==> src/design/pld_test_pkg.sv <==
// Constants shared by the preload and configuration logic.
// Assumes a 100 MHz pclk and an APB master with 32-bit data.
package pld_test_pkg;

	// ==========================================================
	// Sizes and timing
	localparam int NUM_CELLS = 10;
	localparam int SIG_WIDTH = 64;
	localparam int CLK_MHZ = 100;
	localparam int POR_TIME_US = 45;
	localparam int POR_CYCLES = POR_TIME_US * CLK_MHZ;

	// ==========================================================
	// Register byte addresses
	localparam logic [7:0] ADDR_CONFIG = 8'h00;
	localparam logic [7:0] ADDR_SECURE = 8'h04;
	localparam logic [7:0] ADDR_SIG_LO = 8'h08;
	localparam logic [7:0] ADDR_SIG_HI = 8'h0C;
	localparam logic [7:0] ADDR_ARRAY = 8'h10;
	localparam logic [7:0] ADDR_ERASE = 8'h14;
	localparam logic [7:0] ADDR_STATUS = 8'h18;

	// ==========================================================
	// Field positions and reset values
	localparam int SECURE_BIT = 0;
	localparam int ERASE_BIT = 0;
	localparam int STAT_PRELOAD_BIT = 16;
	localparam int STAT_POR_BIT = 17;
	localparam logic [31:0] WORD_ERASED = 32'h0000_0000;

	// ==========================================================
	// Macrocell mode, high select bit first.
	typedef enum logic [1:0] {
		MODE_REG_LOW = 2'b00,
		MODE_REG_HIGH = 2'b01,
		MODE_COMB_LOW = 2'b10,
		MODE_COMB_HIGH = 2'b11
	} cell_mode_e;

endpackage

==> src/design/sync_two_ff.sv <==
// Two-flop synchroniser for a bundle of independent levels.
// Assumes each bit is a slow level or a clock far slower than pclk.
module sync_two_ff #(
	parameter int WIDTH = 1
) (
	// Clock and reset
	input wire logic pclk,
	input wire logic presetn,
	// Levels
	input wire logic [WIDTH-1:0] async_in,
	output logic [WIDTH-1:0] sync_out
);

	logic [WIDTH-1:0] meta_ff;

	// ==========================================================
	// First stage feeds only the second stage.
	always_ff @(posedge pclk or negedge presetn) begin
		if (!presetn) begin
			meta_ff <= '0;
			sync_out <= '0;
		end else begin
			meta_ff <= async_in;
			sync_out <= meta_ff;
		end
	end

endmodule // sync_two_ff

==> src/design/por_timer.sv <==
// Power-up reset timer: done rises a fixed count after reset release.
// Assumes presetn stands for supply becoming valid.
module por_timer #(
	parameter int CYCLES = 4500
) (
	// Clock and reset
	input wire logic pclk,
	input wire logic presetn,
	// Status
	output logic done
);

	localparam int CW = $clog2(CYCLES + 1);

	logic [CW-1:0] count_ff;

	if (CYCLES < 1) begin : g_bad_cycles
		$error("por_timer: CYCLES must be at least 1");
	end

	// ==========================================================
	// Count up once, then hold done high.
	always_ff @(posedge pclk or negedge presetn) begin
		if (!presetn) begin
			count_ff <= '0;
			done <= 1'b0;
		end else if (!done) begin
			count_ff <= count_ff + 1'b1;
			done <= (count_ff == CW'(CYCLES - 1));
		end
	end

endmodule // por_timer

==> src/design/preload_chain.sv <==
// Macrocell registers, their serial preload chain and an APB register file.
// Assumes preload pins come from outside the pclk domain; logic_func,
// cell_oe_term and logic_clock_en come from the array on pclk.
//
// Implementation choices: the APB register port and the register addresses.

// Operation
// RULE_01: Once secured, array and configuration writes and readback are refused.
// RULE_02: Security bit is cleared only by bulk erase of everything.
// RULE_03: A 64-bit user signature is held in rewritable storage.
// RULE_04: Signature contents drive no logic or output.
// RULE_05: Signature reads always work, secured or not.
// RULE_06: Programmer erases in bulk before every programming pass.
// RULE_07: Bulk erase clears array, configuration, security bit and signature.
// RULE_08: Tester waits 45 us power-up reset before preload.
// RULE_09: Raised mode select routes registers into the serial chain.
// RULE_10: Chain holds one bit per registered cell; combinatorial cells bypassed.
// RULE_11: Chain shifts on the shift clock rising edge, sampling serial input.
// RULE_12: Data enters lowest registered cell and moves to higher cells.
// RULE_13: Old contents shift upward out of the serial output.
// RULE_14: Serial low is 0, high is 1; pins show register inverted.
// RULE_15: Readback shows register state whatever the output enables.
// RULE_16: Preload anywhere in a test; clocking resumes from loaded state.
// RULE_17: Tester loads state, applies inputs, clocks once, checks.
// RULE_18: Serial output may chain into the next device's input.
// RULE_19: Two select bits per cell pick registered/combinatorial and polarity.
// RULE_20: All macrocell registers clear low at power-up.
// RULE_21: Registered cells capture on the clock edge; polarity before register.
// RULE_22: Registered cells feed back register; combinatorial feed back pin.
// RULE_23: Dropping mode select resumes normal operation from loaded state.
module preload_chain #(
	parameter int N = pld_test_pkg::NUM_CELLS,
	parameter int POR_CYC = pld_test_pkg::POR_CYCLES
) (
	// Clock and reset
	input wire logic pclk,
	input wire logic presetn,
	// APB slave
	input wire logic psel,
	input wire logic penable,
	input wire logic pwrite,
	input wire logic [7:0] paddr,
	input wire logic [31:0] pwdata,
	output logic [31:0] prdata,
	output logic pready,
	output logic pslverr,
	// Preload pins
	input wire logic preload_mode_select,
	input wire logic serial_preload_in,
	input wire logic preload_shift_clock,
	output logic serial_preload_out_o,
	output logic serial_preload_out_oe,
	// Macrocells
	input wire logic logic_clock_en,
	input wire logic [N-1:0] logic_func,
	input wire logic [N-1:0] cell_oe_term,
	input wire logic [N-1:0] cell_pin_in,
	output logic [N-1:0] cell_pin_o,
	output logic [N-1:0] cell_pin_oe,
	output logic [N-1:0] cell_feedback
);

	import pld_test_pkg::*;

	// Status bits and configuration pairs must fit one 32-bit word.
	if (N < 1 || N > 16) begin : g_bad_n
		$error("preload_chain: N must be 1 to 16");
	end

	logic [N+2:0] sync_bus;
	logic mode_s, ser_in_s, shift_clk_s, shift_clk_d_ff, por_done;
	logic [N-1:0] pin_s, q_ff, is_reg, act_high;
	logic [N:0] carry;
	logic [2*N-1:0] config_ff;
	logic secure_ff;
	logic [SIG_WIDTH-1:0] sig_ff;
	logic [31:0] array_ff, nxt_rdata;
	logic ser_out_ff, preload_act, shift_pulse, wr_en, erase_req, nxt_err;
	logic [31:0] rdata_ff;
	logic err_ff;

	// ==========================================================
	// Pin synchronisers and power-up timer
	sync_two_ff #(.WIDTH(N + 3)) u_sync (
		.pclk(pclk),
		.presetn(presetn),
		.async_in({cell_pin_in, preload_shift_clock, serial_preload_in, preload_mode_select}),
		.sync_out(sync_bus)
	);
	assign mode_s = sync_bus[0];
	assign ser_in_s = sync_bus[1];
	assign shift_clk_s = sync_bus[2];
	assign pin_s = sync_bus[N+2:3];

	por_timer #(.CYCLES(POR_CYC)) u_por (
		.pclk(pclk),
		.presetn(presetn),
		.done(por_done)
	);

	// ==========================================================
	// Shift clock edge detect on the synchronised copy.
	always_ff @(posedge pclk or negedge presetn) begin
		if (!presetn) begin
			shift_clk_d_ff <= 1'b0;
		end else begin
			shift_clk_d_ff <= shift_clk_s;
		end
	end

	// RULE_09 mode entry gating
	// Preload is active only after power-up reset and while mode is high.
	assign preload_act = mode_s && por_done;
	// RULE_11 shift on rising edge
	assign shift_pulse = preload_act && shift_clk_s && !shift_clk_d_ff;

	// ==========================================================
	// Per-cell mode decode and chain routing.
	assign carry[0] = ser_in_s;
	genvar g;
	generate
		for (g = 0; g < N; g++) begin : g_cell
			cell_mode_e mode;
			// RULE_19 select decode
			assign mode = cell_mode_e'(config_ff[2*g+1 -: 2]);
			assign is_reg[g] = (mode == MODE_REG_LOW) || (mode == MODE_REG_HIGH);
			assign act_high[g] = (mode == MODE_REG_HIGH) || (mode == MODE_COMB_HIGH);
			// RULE_10 bypass combinatorial cells
			assign carry[g+1] = is_reg[g] ? q_ff[g] : carry[g];

			// RULE_20 cleared at power-up
			always_ff @(posedge pclk or negedge presetn) begin
				if (!presetn) begin
					q_ff[g] <= 1'b0;
				end else if (preload_act) begin
					// RULE_12 lowest cell first, upward
					if (shift_pulse && is_reg[g]) begin
						q_ff[g] <= carry[g];
					end
				end else if (logic_clock_en) begin
					// RULE_21 polarity ahead of register
					// RULE_23 resume from loaded state
					// RULE_16 clocking resumes after preload
					q_ff[g] <= act_high[g] ? !logic_func[g] : logic_func[g];
				end
			end

			// Pin drive and feedback are registered copies.
			always_ff @(posedge pclk or negedge presetn) begin
				if (!presetn) begin
					cell_pin_o[g] <= 1'b0;
					cell_pin_oe[g] <= 1'b0;
					cell_feedback[g] <= 1'b0;
				end else begin
					// RULE_14 pin shows register inverted
					cell_pin_o[g] <= is_reg[g] ? !q_ff[g] : (act_high[g] ? logic_func[g] : !logic_func[g]);
					cell_pin_oe[g] <= cell_oe_term[g] && !preload_act;
					// RULE_22 feedback source
					cell_feedback[g] <= is_reg[g] ? q_ff[g] : pin_s[g];
				end
			end
		end
	endgenerate

	// ==========================================================
	// Serial output: open drain, pulls low for a 0 during preload.
	always_ff @(posedge pclk or negedge presetn) begin
		if (!presetn) begin
			ser_out_ff <= 1'b1;
		end else begin
			// RULE_13 top registered bit leaves first
			ser_out_ff <= carry[N];
		end
	end
	assign serial_preload_out_o = 1'b0;
	// RULE_15 readback independent of cell enables
	assign serial_preload_out_oe = preload_act && !ser_out_ff;

	// ==========================================================
	// APB decode: no wait states, answer built in the setup cycle.
	assign pready = psel && penable;
	assign wr_en = psel && penable && pwrite;
	assign erase_req = wr_en && (paddr == ADDR_ERASE) && pwdata[ERASE_BIT];
	assign prdata = rdata_ff;
	assign pslverr = pready && err_ff;

	// Read mux and address check for the coming access phase.
	always_comb begin
		nxt_rdata = WORD_ERASED;
		nxt_err = 1'b0;
		unique case (paddr)
			// RULE_01 readback refused when secured
			ADDR_CONFIG: nxt_rdata = secure_ff ? WORD_ERASED : 32'(config_ff);
			ADDR_ARRAY: nxt_rdata = secure_ff ? WORD_ERASED : array_ff;
			ADDR_SECURE: nxt_rdata = 32'(secure_ff);
			// RULE_05 signature always readable
			ADDR_SIG_LO: nxt_rdata = sig_ff[31:0];
			ADDR_SIG_HI: nxt_rdata = sig_ff[63:32];
			ADDR_ERASE: nxt_rdata = WORD_ERASED;
			ADDR_STATUS: begin
				nxt_rdata[N-1:0] = q_ff;
				nxt_rdata[STAT_PRELOAD_BIT] = preload_act;
				nxt_rdata[STAT_POR_BIT] = por_done;
			end
			default: nxt_err = 1'b1;
		endcase
	end

	// Capture the answer in the setup cycle.
	always_ff @(posedge pclk or negedge presetn) begin
		if (!presetn) begin
			rdata_ff <= WORD_ERASED;
			err_ff <= 1'b0;
		end else if (psel && !penable) begin
			rdata_ff <= pwrite ? WORD_ERASED : nxt_rdata;
			err_ff <= nxt_err;
		end
	end

	// ==========================================================
	// Programmable cells: configuration, array word and signature.
	always_ff @(posedge pclk or negedge presetn) begin
		if (!presetn) begin
			config_ff <= '0;
			array_ff <= WORD_ERASED;
			sig_ff <= '0;
		end else if (erase_req) begin
			// RULE_07 bulk erase clears all cells
			config_ff <= '0;
			array_ff <= WORD_ERASED;
			sig_ff <= '0;
		end else if (wr_en && !secure_ff) begin
			// RULE_01 programming refused when secured
			// RULE_03 user signature storage
			// RULE_04 signature feeds only readback
			unique case (paddr)
				ADDR_CONFIG: config_ff <= pwdata[2*N-1:0];
				ADDR_ARRAY: array_ff <= pwdata;
				ADDR_SIG_LO: sig_ff[31:0] <= pwdata;
				ADDR_SIG_HI: sig_ff[63:32] <= pwdata;
				default: ;
			endcase
		end
	end

	// RULE_02 security cleared only by erase
	always_ff @(posedge pclk or negedge presetn) begin
		if (!presetn) begin
			secure_ff <= 1'b0;
		end else if (erase_req) begin
			secure_ff <= 1'b0;
		end else if (wr_en && paddr == ADDR_SECURE && pwdata[SECURE_BIT]) begin
			secure_ff <= 1'b1;
		end
	end

	// ==========================================================
	// Checks
	secure_sticky_a: assert property (@(posedge pclk) disable iff (!presetn) // RULE_02
		secure_ff && !erase_req |=> secure_ff)
		else $error("security bit cleared without erase");

	secure_lock_a: assert property (@(posedge pclk) disable iff (!presetn) // RULE_01
		secure_ff && !erase_req |=> $stable(config_ff) && $stable(array_ff))
		else $error("configuration changed while secured");

	secure_read_a: assert property (@(posedge pclk) disable iff (!presetn) // RULE_01
		psel && !penable && !pwrite && secure_ff && paddr == ADDR_CONFIG |=> rdata_ff == WORD_ERASED)
		else $error("configuration readable while secured");

	sig_read_a: assert property (@(posedge pclk) disable iff (!presetn) // RULE_05
		psel && !penable && !pwrite && paddr == ADDR_SIG_LO |=> rdata_ff == $past(sig_ff[31:0]))
		else $error("signature readback wrong");

	erase_all_a: assert property (@(posedge pclk) disable iff (!presetn) // RULE_07
		erase_req |=> config_ff == '0 && sig_ff == '0 && !secure_ff && array_ff == WORD_ERASED)
		else $error("bulk erase incomplete");

	no_early_a: assert property (@(posedge pclk) disable iff (!presetn) // RULE_09
		!por_done |-> !preload_act && !serial_preload_out_oe)
		else $error("preload active before power-up reset");

	shift_hold_a: assert property (@(posedge pclk) disable iff (!presetn) // RULE_11
		preload_act && !shift_pulse |=> $stable(q_ff) or !$past(preload_act))
		else $error("chain moved without shift edge");

	shift_first_a: assert property (@(posedge pclk) disable iff (!presetn) // RULE_12
		shift_pulse && is_reg[0] |=> q_ff[0] == $past(ser_in_s))
		else $error("lowest registered cell missed serial input");

	bypass_cell_a: assert property (@(posedge pclk) disable iff (!presetn) // RULE_10
		shift_pulse |=> ((q_ff ^ $past(q_ff)) & ~$past(is_reg)) == '0)
		else $error("combinatorial cell entered chain");

	ser_out_track_a: assert property (@(posedge pclk) disable iff (!presetn) // RULE_13
		preload_act ##1 preload_act |-> serial_preload_out_oe == !$past(carry[N]))
		else $error("serial output does not follow top bit");

	pin_invert_a: assert property (@(posedge pclk) disable iff (!presetn) // RULE_14
		is_reg[0] |=> cell_pin_o[0] == !$past(q_ff[0]))
		else $error("registered pin not inverted");

	fb_source_a: assert property (@(posedge pclk) disable iff (!presetn) // RULE_22
		is_reg[0] |=> cell_feedback[0] == $past(q_ff[0]))
		else $error("registered feedback not taken from register");

	hold_state_a: assert property (@(posedge pclk) disable iff (!presetn) // RULE_23
		!preload_act && !logic_clock_en |=> $stable(q_ff))
		else $error("register changed without a clock");

endmodule // preload_chain

==> config.mk <==
export PLATFORM = sky130hd
export DESIGN_NAME = preload_chain
export DESIGN_NICKNAME = d
export VERILOG_FILES = /design/src/design/pld_test_pkg.sv /design/src/design/sync_two_ff.sv /design/src/design/por_timer.sv /design/src/design/preload_chain.sv
export SDC_FILE = /design/constraint.sdc
export NUM_CORES = 1
export LEC_CHECK = 0
export BUFFER_PORTS_ARGS = -buffer_cell sky130_fd_sc_hd__clkbuf_2
export CORE_ASPECT_RATIO = 1.5
export CORE_MARGIN = 4
export CORE_UTILIZATION = 57
export CTS_CLUSTER_DIAMETER = 200
export DETAILED_ROUTE_END_ITERATION = 7
export HOLD_SLACK_MARGIN = 0.06
export PLACE_DENSITY = 0.8
export SLEW_MARGIN = 20
export SYNTH_ARGS = -nofsm -noshare
export SYNTH_HDL_FRONTEND = slang
export SYNTH_SLANG_ARGS = --single-unit
==> constraint.sdc <==
create_clock -name pclk -period 2.1 [get_ports pclk]
set_clock_uncertainty 0.1 [all_clocks]
set_input_delay 0.21 -clock pclk [delete_from_list [all_inputs] [get_ports pclk]]
set_output_delay 0.21 -clock pclk [all_outputs]
set_load 0.05 [all_outputs]
==> results.md <==
- P per Cell Area: between 700 and 800 nW/um^2
- Outcome: completed
- Final ANT Viol Nets: 0
- Via count: a little under 8k
- Relative slew margins: between 60% and 70%
- Placement Rows: slightly below 60
- Startpoint types: register
- First-pass GRT wire length: about 43,000 um
- DR WL/cell: roughly 20 um
- Worst Path Required: 1.79 ns
- Power Total: 0.00996 W
- Xor/xnor share of the synthesized area: under 10%
- Vias in the first global route: 8,541
- Setup TNS: 0 ns
- Sequential-to-total area share from yosys stat: 57.7%
- CP endpoint kind: output port
- Die Footprint: ~20,000 um^2
- Cells after Synth: 887
- Number of synthesized flops with an enable pin: 0
- GRT Total Usage: 27.2%
- CTS tree: yes
- Vert. Die Dim: 171 um
- Final setup fails: 0
- Synth async-reset ratio: between 90% and 100%
- Largest net degree at the start of global routing: 64
- Crit Path Class: reg2out
- Crit Path Max Fanout: 21
- Synth Warn #: 0
- Fin. Hold Viols: 0
- Mux cell area share after synthesis: between 10% and 20%
- Layout cells sized above 1: 24.8%
- Placer Congestion: roughly 0.9
- Non-filler instance count after layout: 1,338
- Clock buffer depth: 3
- CTS Buf Count: 23
- Worst hold path type: in2reg
- CTS H-tree lvls: 1
- Initial antenna violation count: 0
- Clock sinks: 232
- Final period utilization: between 90% and 100%
- DP Cell Count: approximately 1.2k
- Leakage: 7.04 nW
- VDD IR max: 0.000766 V
- First DRT Iteration DRCs: 610
- #FFs+latches synth: ~230
- Final HPWL DP: around 17,000 um
- RSZ-0062 raised after global routing: no
- Grt ovf: 0
- Commonest non-fill, non-tap cell in the layout: dfrtp_1
- Simple-gate portion of the synthesized area: a little under an eighth
- Predominant post-synthesis flop cell: dfrtp_1
- Synth Area in Adders: less than 1%
- Fmax: 496 MHz
- Slew @ Worst Pin: 0.558 ns
- Syn Std Cell Area: between 10,000 and 15,000 um^2
- ANT cells: 0
- Die Wd: roughly 120 um
- Starting Density: between 50% and 60%
- First-pass DRT Iterations: 5
- Largest family of logic cells by synthesized area: multiplexers
- Average cell area after synthesis: ~11 um^2
- Nets: about 1.2k
- Clock transition at path regs: ~0.06 ns
- # port buffers: roughly 140
- Synthesis-to-layout area growth: 27.0%
- Core area: 17,300 um^2
- Final max-slew violation count: 0
- Hold WS: 0.0951 ns
- I/O pins: ~150
- Syn_nets: roughly 970
- Detailed Route WL: around 27,000 um
- # Post-CTS Setup Buffers: 0
- Worst-skew pair later-pin latency: about 0.51 ns
- Compound-Gate Fraction of Synth Area: 9.81%
- DRC: 0
- Most frequent cells in the layout: dfrtp_1, clkbuf_2, nor2_1
- Worst endpoint data arrival time: approximately 1.7 ns
- Vias per inst: a little under 6
- Max-Cap Viols: 0
- Final worst path period need: roughly 2.0 ns
- Synth unique cells: 55
- CTS root buf: clkbuf_16
-- synth_stat cells, drive strengths merged (5+ instances only) --
cell    number  area share [%]
xnor2       13             1.1
o21ai       49             2.4
and3         5            0.31
and2        17             1.1
mux2        34             3.8
mux2i      119              12
nor2b        6            0.37
a22oi       35             2.6
nor2       136             5.1
nand2       44             1.7
buf         29             1.5
a21oi       19            0.94
clkbuf      36             1.3
o22ai       11            0.68
nor4         5            0.52
nand3       15            0.75
a21o        15             1.1
xor2         9            0.78
dfrtp      231              57
inv          6            0.22
a221oi       7            0.61
-- where the power goes --
part	switching, W	leakage, nW	internal [W]	total, W
clock network	0.00170	0.404	0.00272	0.00443
registers	0.0000781	3.06	0.00460	0.00468
logic	0.000545	3.57	0.000314	0.000859
-- stage by stage --
stage                     area [um^2]  util (%)  worst slack (ns)
after global routing            12800      73.7            0.0256
final                           12800      73.7            0.0830
after floorplan                 10100         -             0.181
after detailed placement        11300      65.1            0.0738
after global placement          11300      65.1             0.111
after CTS                       12800      73.7            0.0233
-- worst max-delay path, cell delays in order, from the launching register on --
cell	delay (ns)
dfrtp_1	0.36
buf_4	0.19
nand2_1	0.08
buf_4	0.21
nor2_1	0.12
clkbuf_4	0.24
-- flip-flops by register name (all words and copies together) (netlist names) --
name and count:
sig_ff 64, array_ff 32, prdata 32, config_ff 20, u_por.count_ff 13, u_sync.meta_ff 13, u_sync.sync_out 13, cell_feedback 10
cell_pin_o 10, cell_pin_oe 10, q_ff 10, err_ff 1, secure_ff 1, ser_out_ff 1, shift_clk_d_ff 1, u_por.done 1
-- layout make-up --
class	count	area, um^2
tap	213	267
inverter	6	22.5
clock buffer	33	673
sequential	232	5810
fill	1173	4560
multi-input combinational	584	3970
timing repair buffer	261	1890
clock inverter	9	151
-- metal layers --
metal  GRT usage, %  routed length [um]  vias to the layer above
li1               -                   -                     3529
met1           33.7                9950                     3898
met2           47.2               13500                      347
met3           4.56                2040                       88
met4           10.9                 980                        0
met5              0                   0                        -
-- path summary, 6_finish.rpt --
path | start | endpoint | slack [ns] | depth (start not counted)
worst min register to register | u_sync.meta_ff[1] | u_sync.sync_out[1] | 0.25 | 0
worst max-delay path | u_por.done | serial_preload_out_oe | 0.08 | 5
worst max register to register | secure_ff | prdata[2] | 0.32 | 5
max in group asynchronous | presetn | sig_ff[14] | 0.98 | 3
worst min-delay path | paddr[6] | sig_ff[31] | 0.1 | 5
min in group asynchronous | presetn | cell_pin_oe[3] | 0.15 | 2
-- timing repair --
| item | CTS | global route |
|---|---|---|
| hold buffers | 67 | 0 |
| resized for setup | 0 | 2 |
| setup endpoints to repair | 0 | 1 |
| hold endpoints to repair | 350 | 0 |
-- cell families after synthesis --
kind of cell / count (synthesis)
simple gates: 253
buf+inv: 71
flops: 232
xor+xnor: 22
mux: 154
other cells: 1
fa+ha+maj: 1
compound gates: 153
Power figures use the tool's default switching activity.
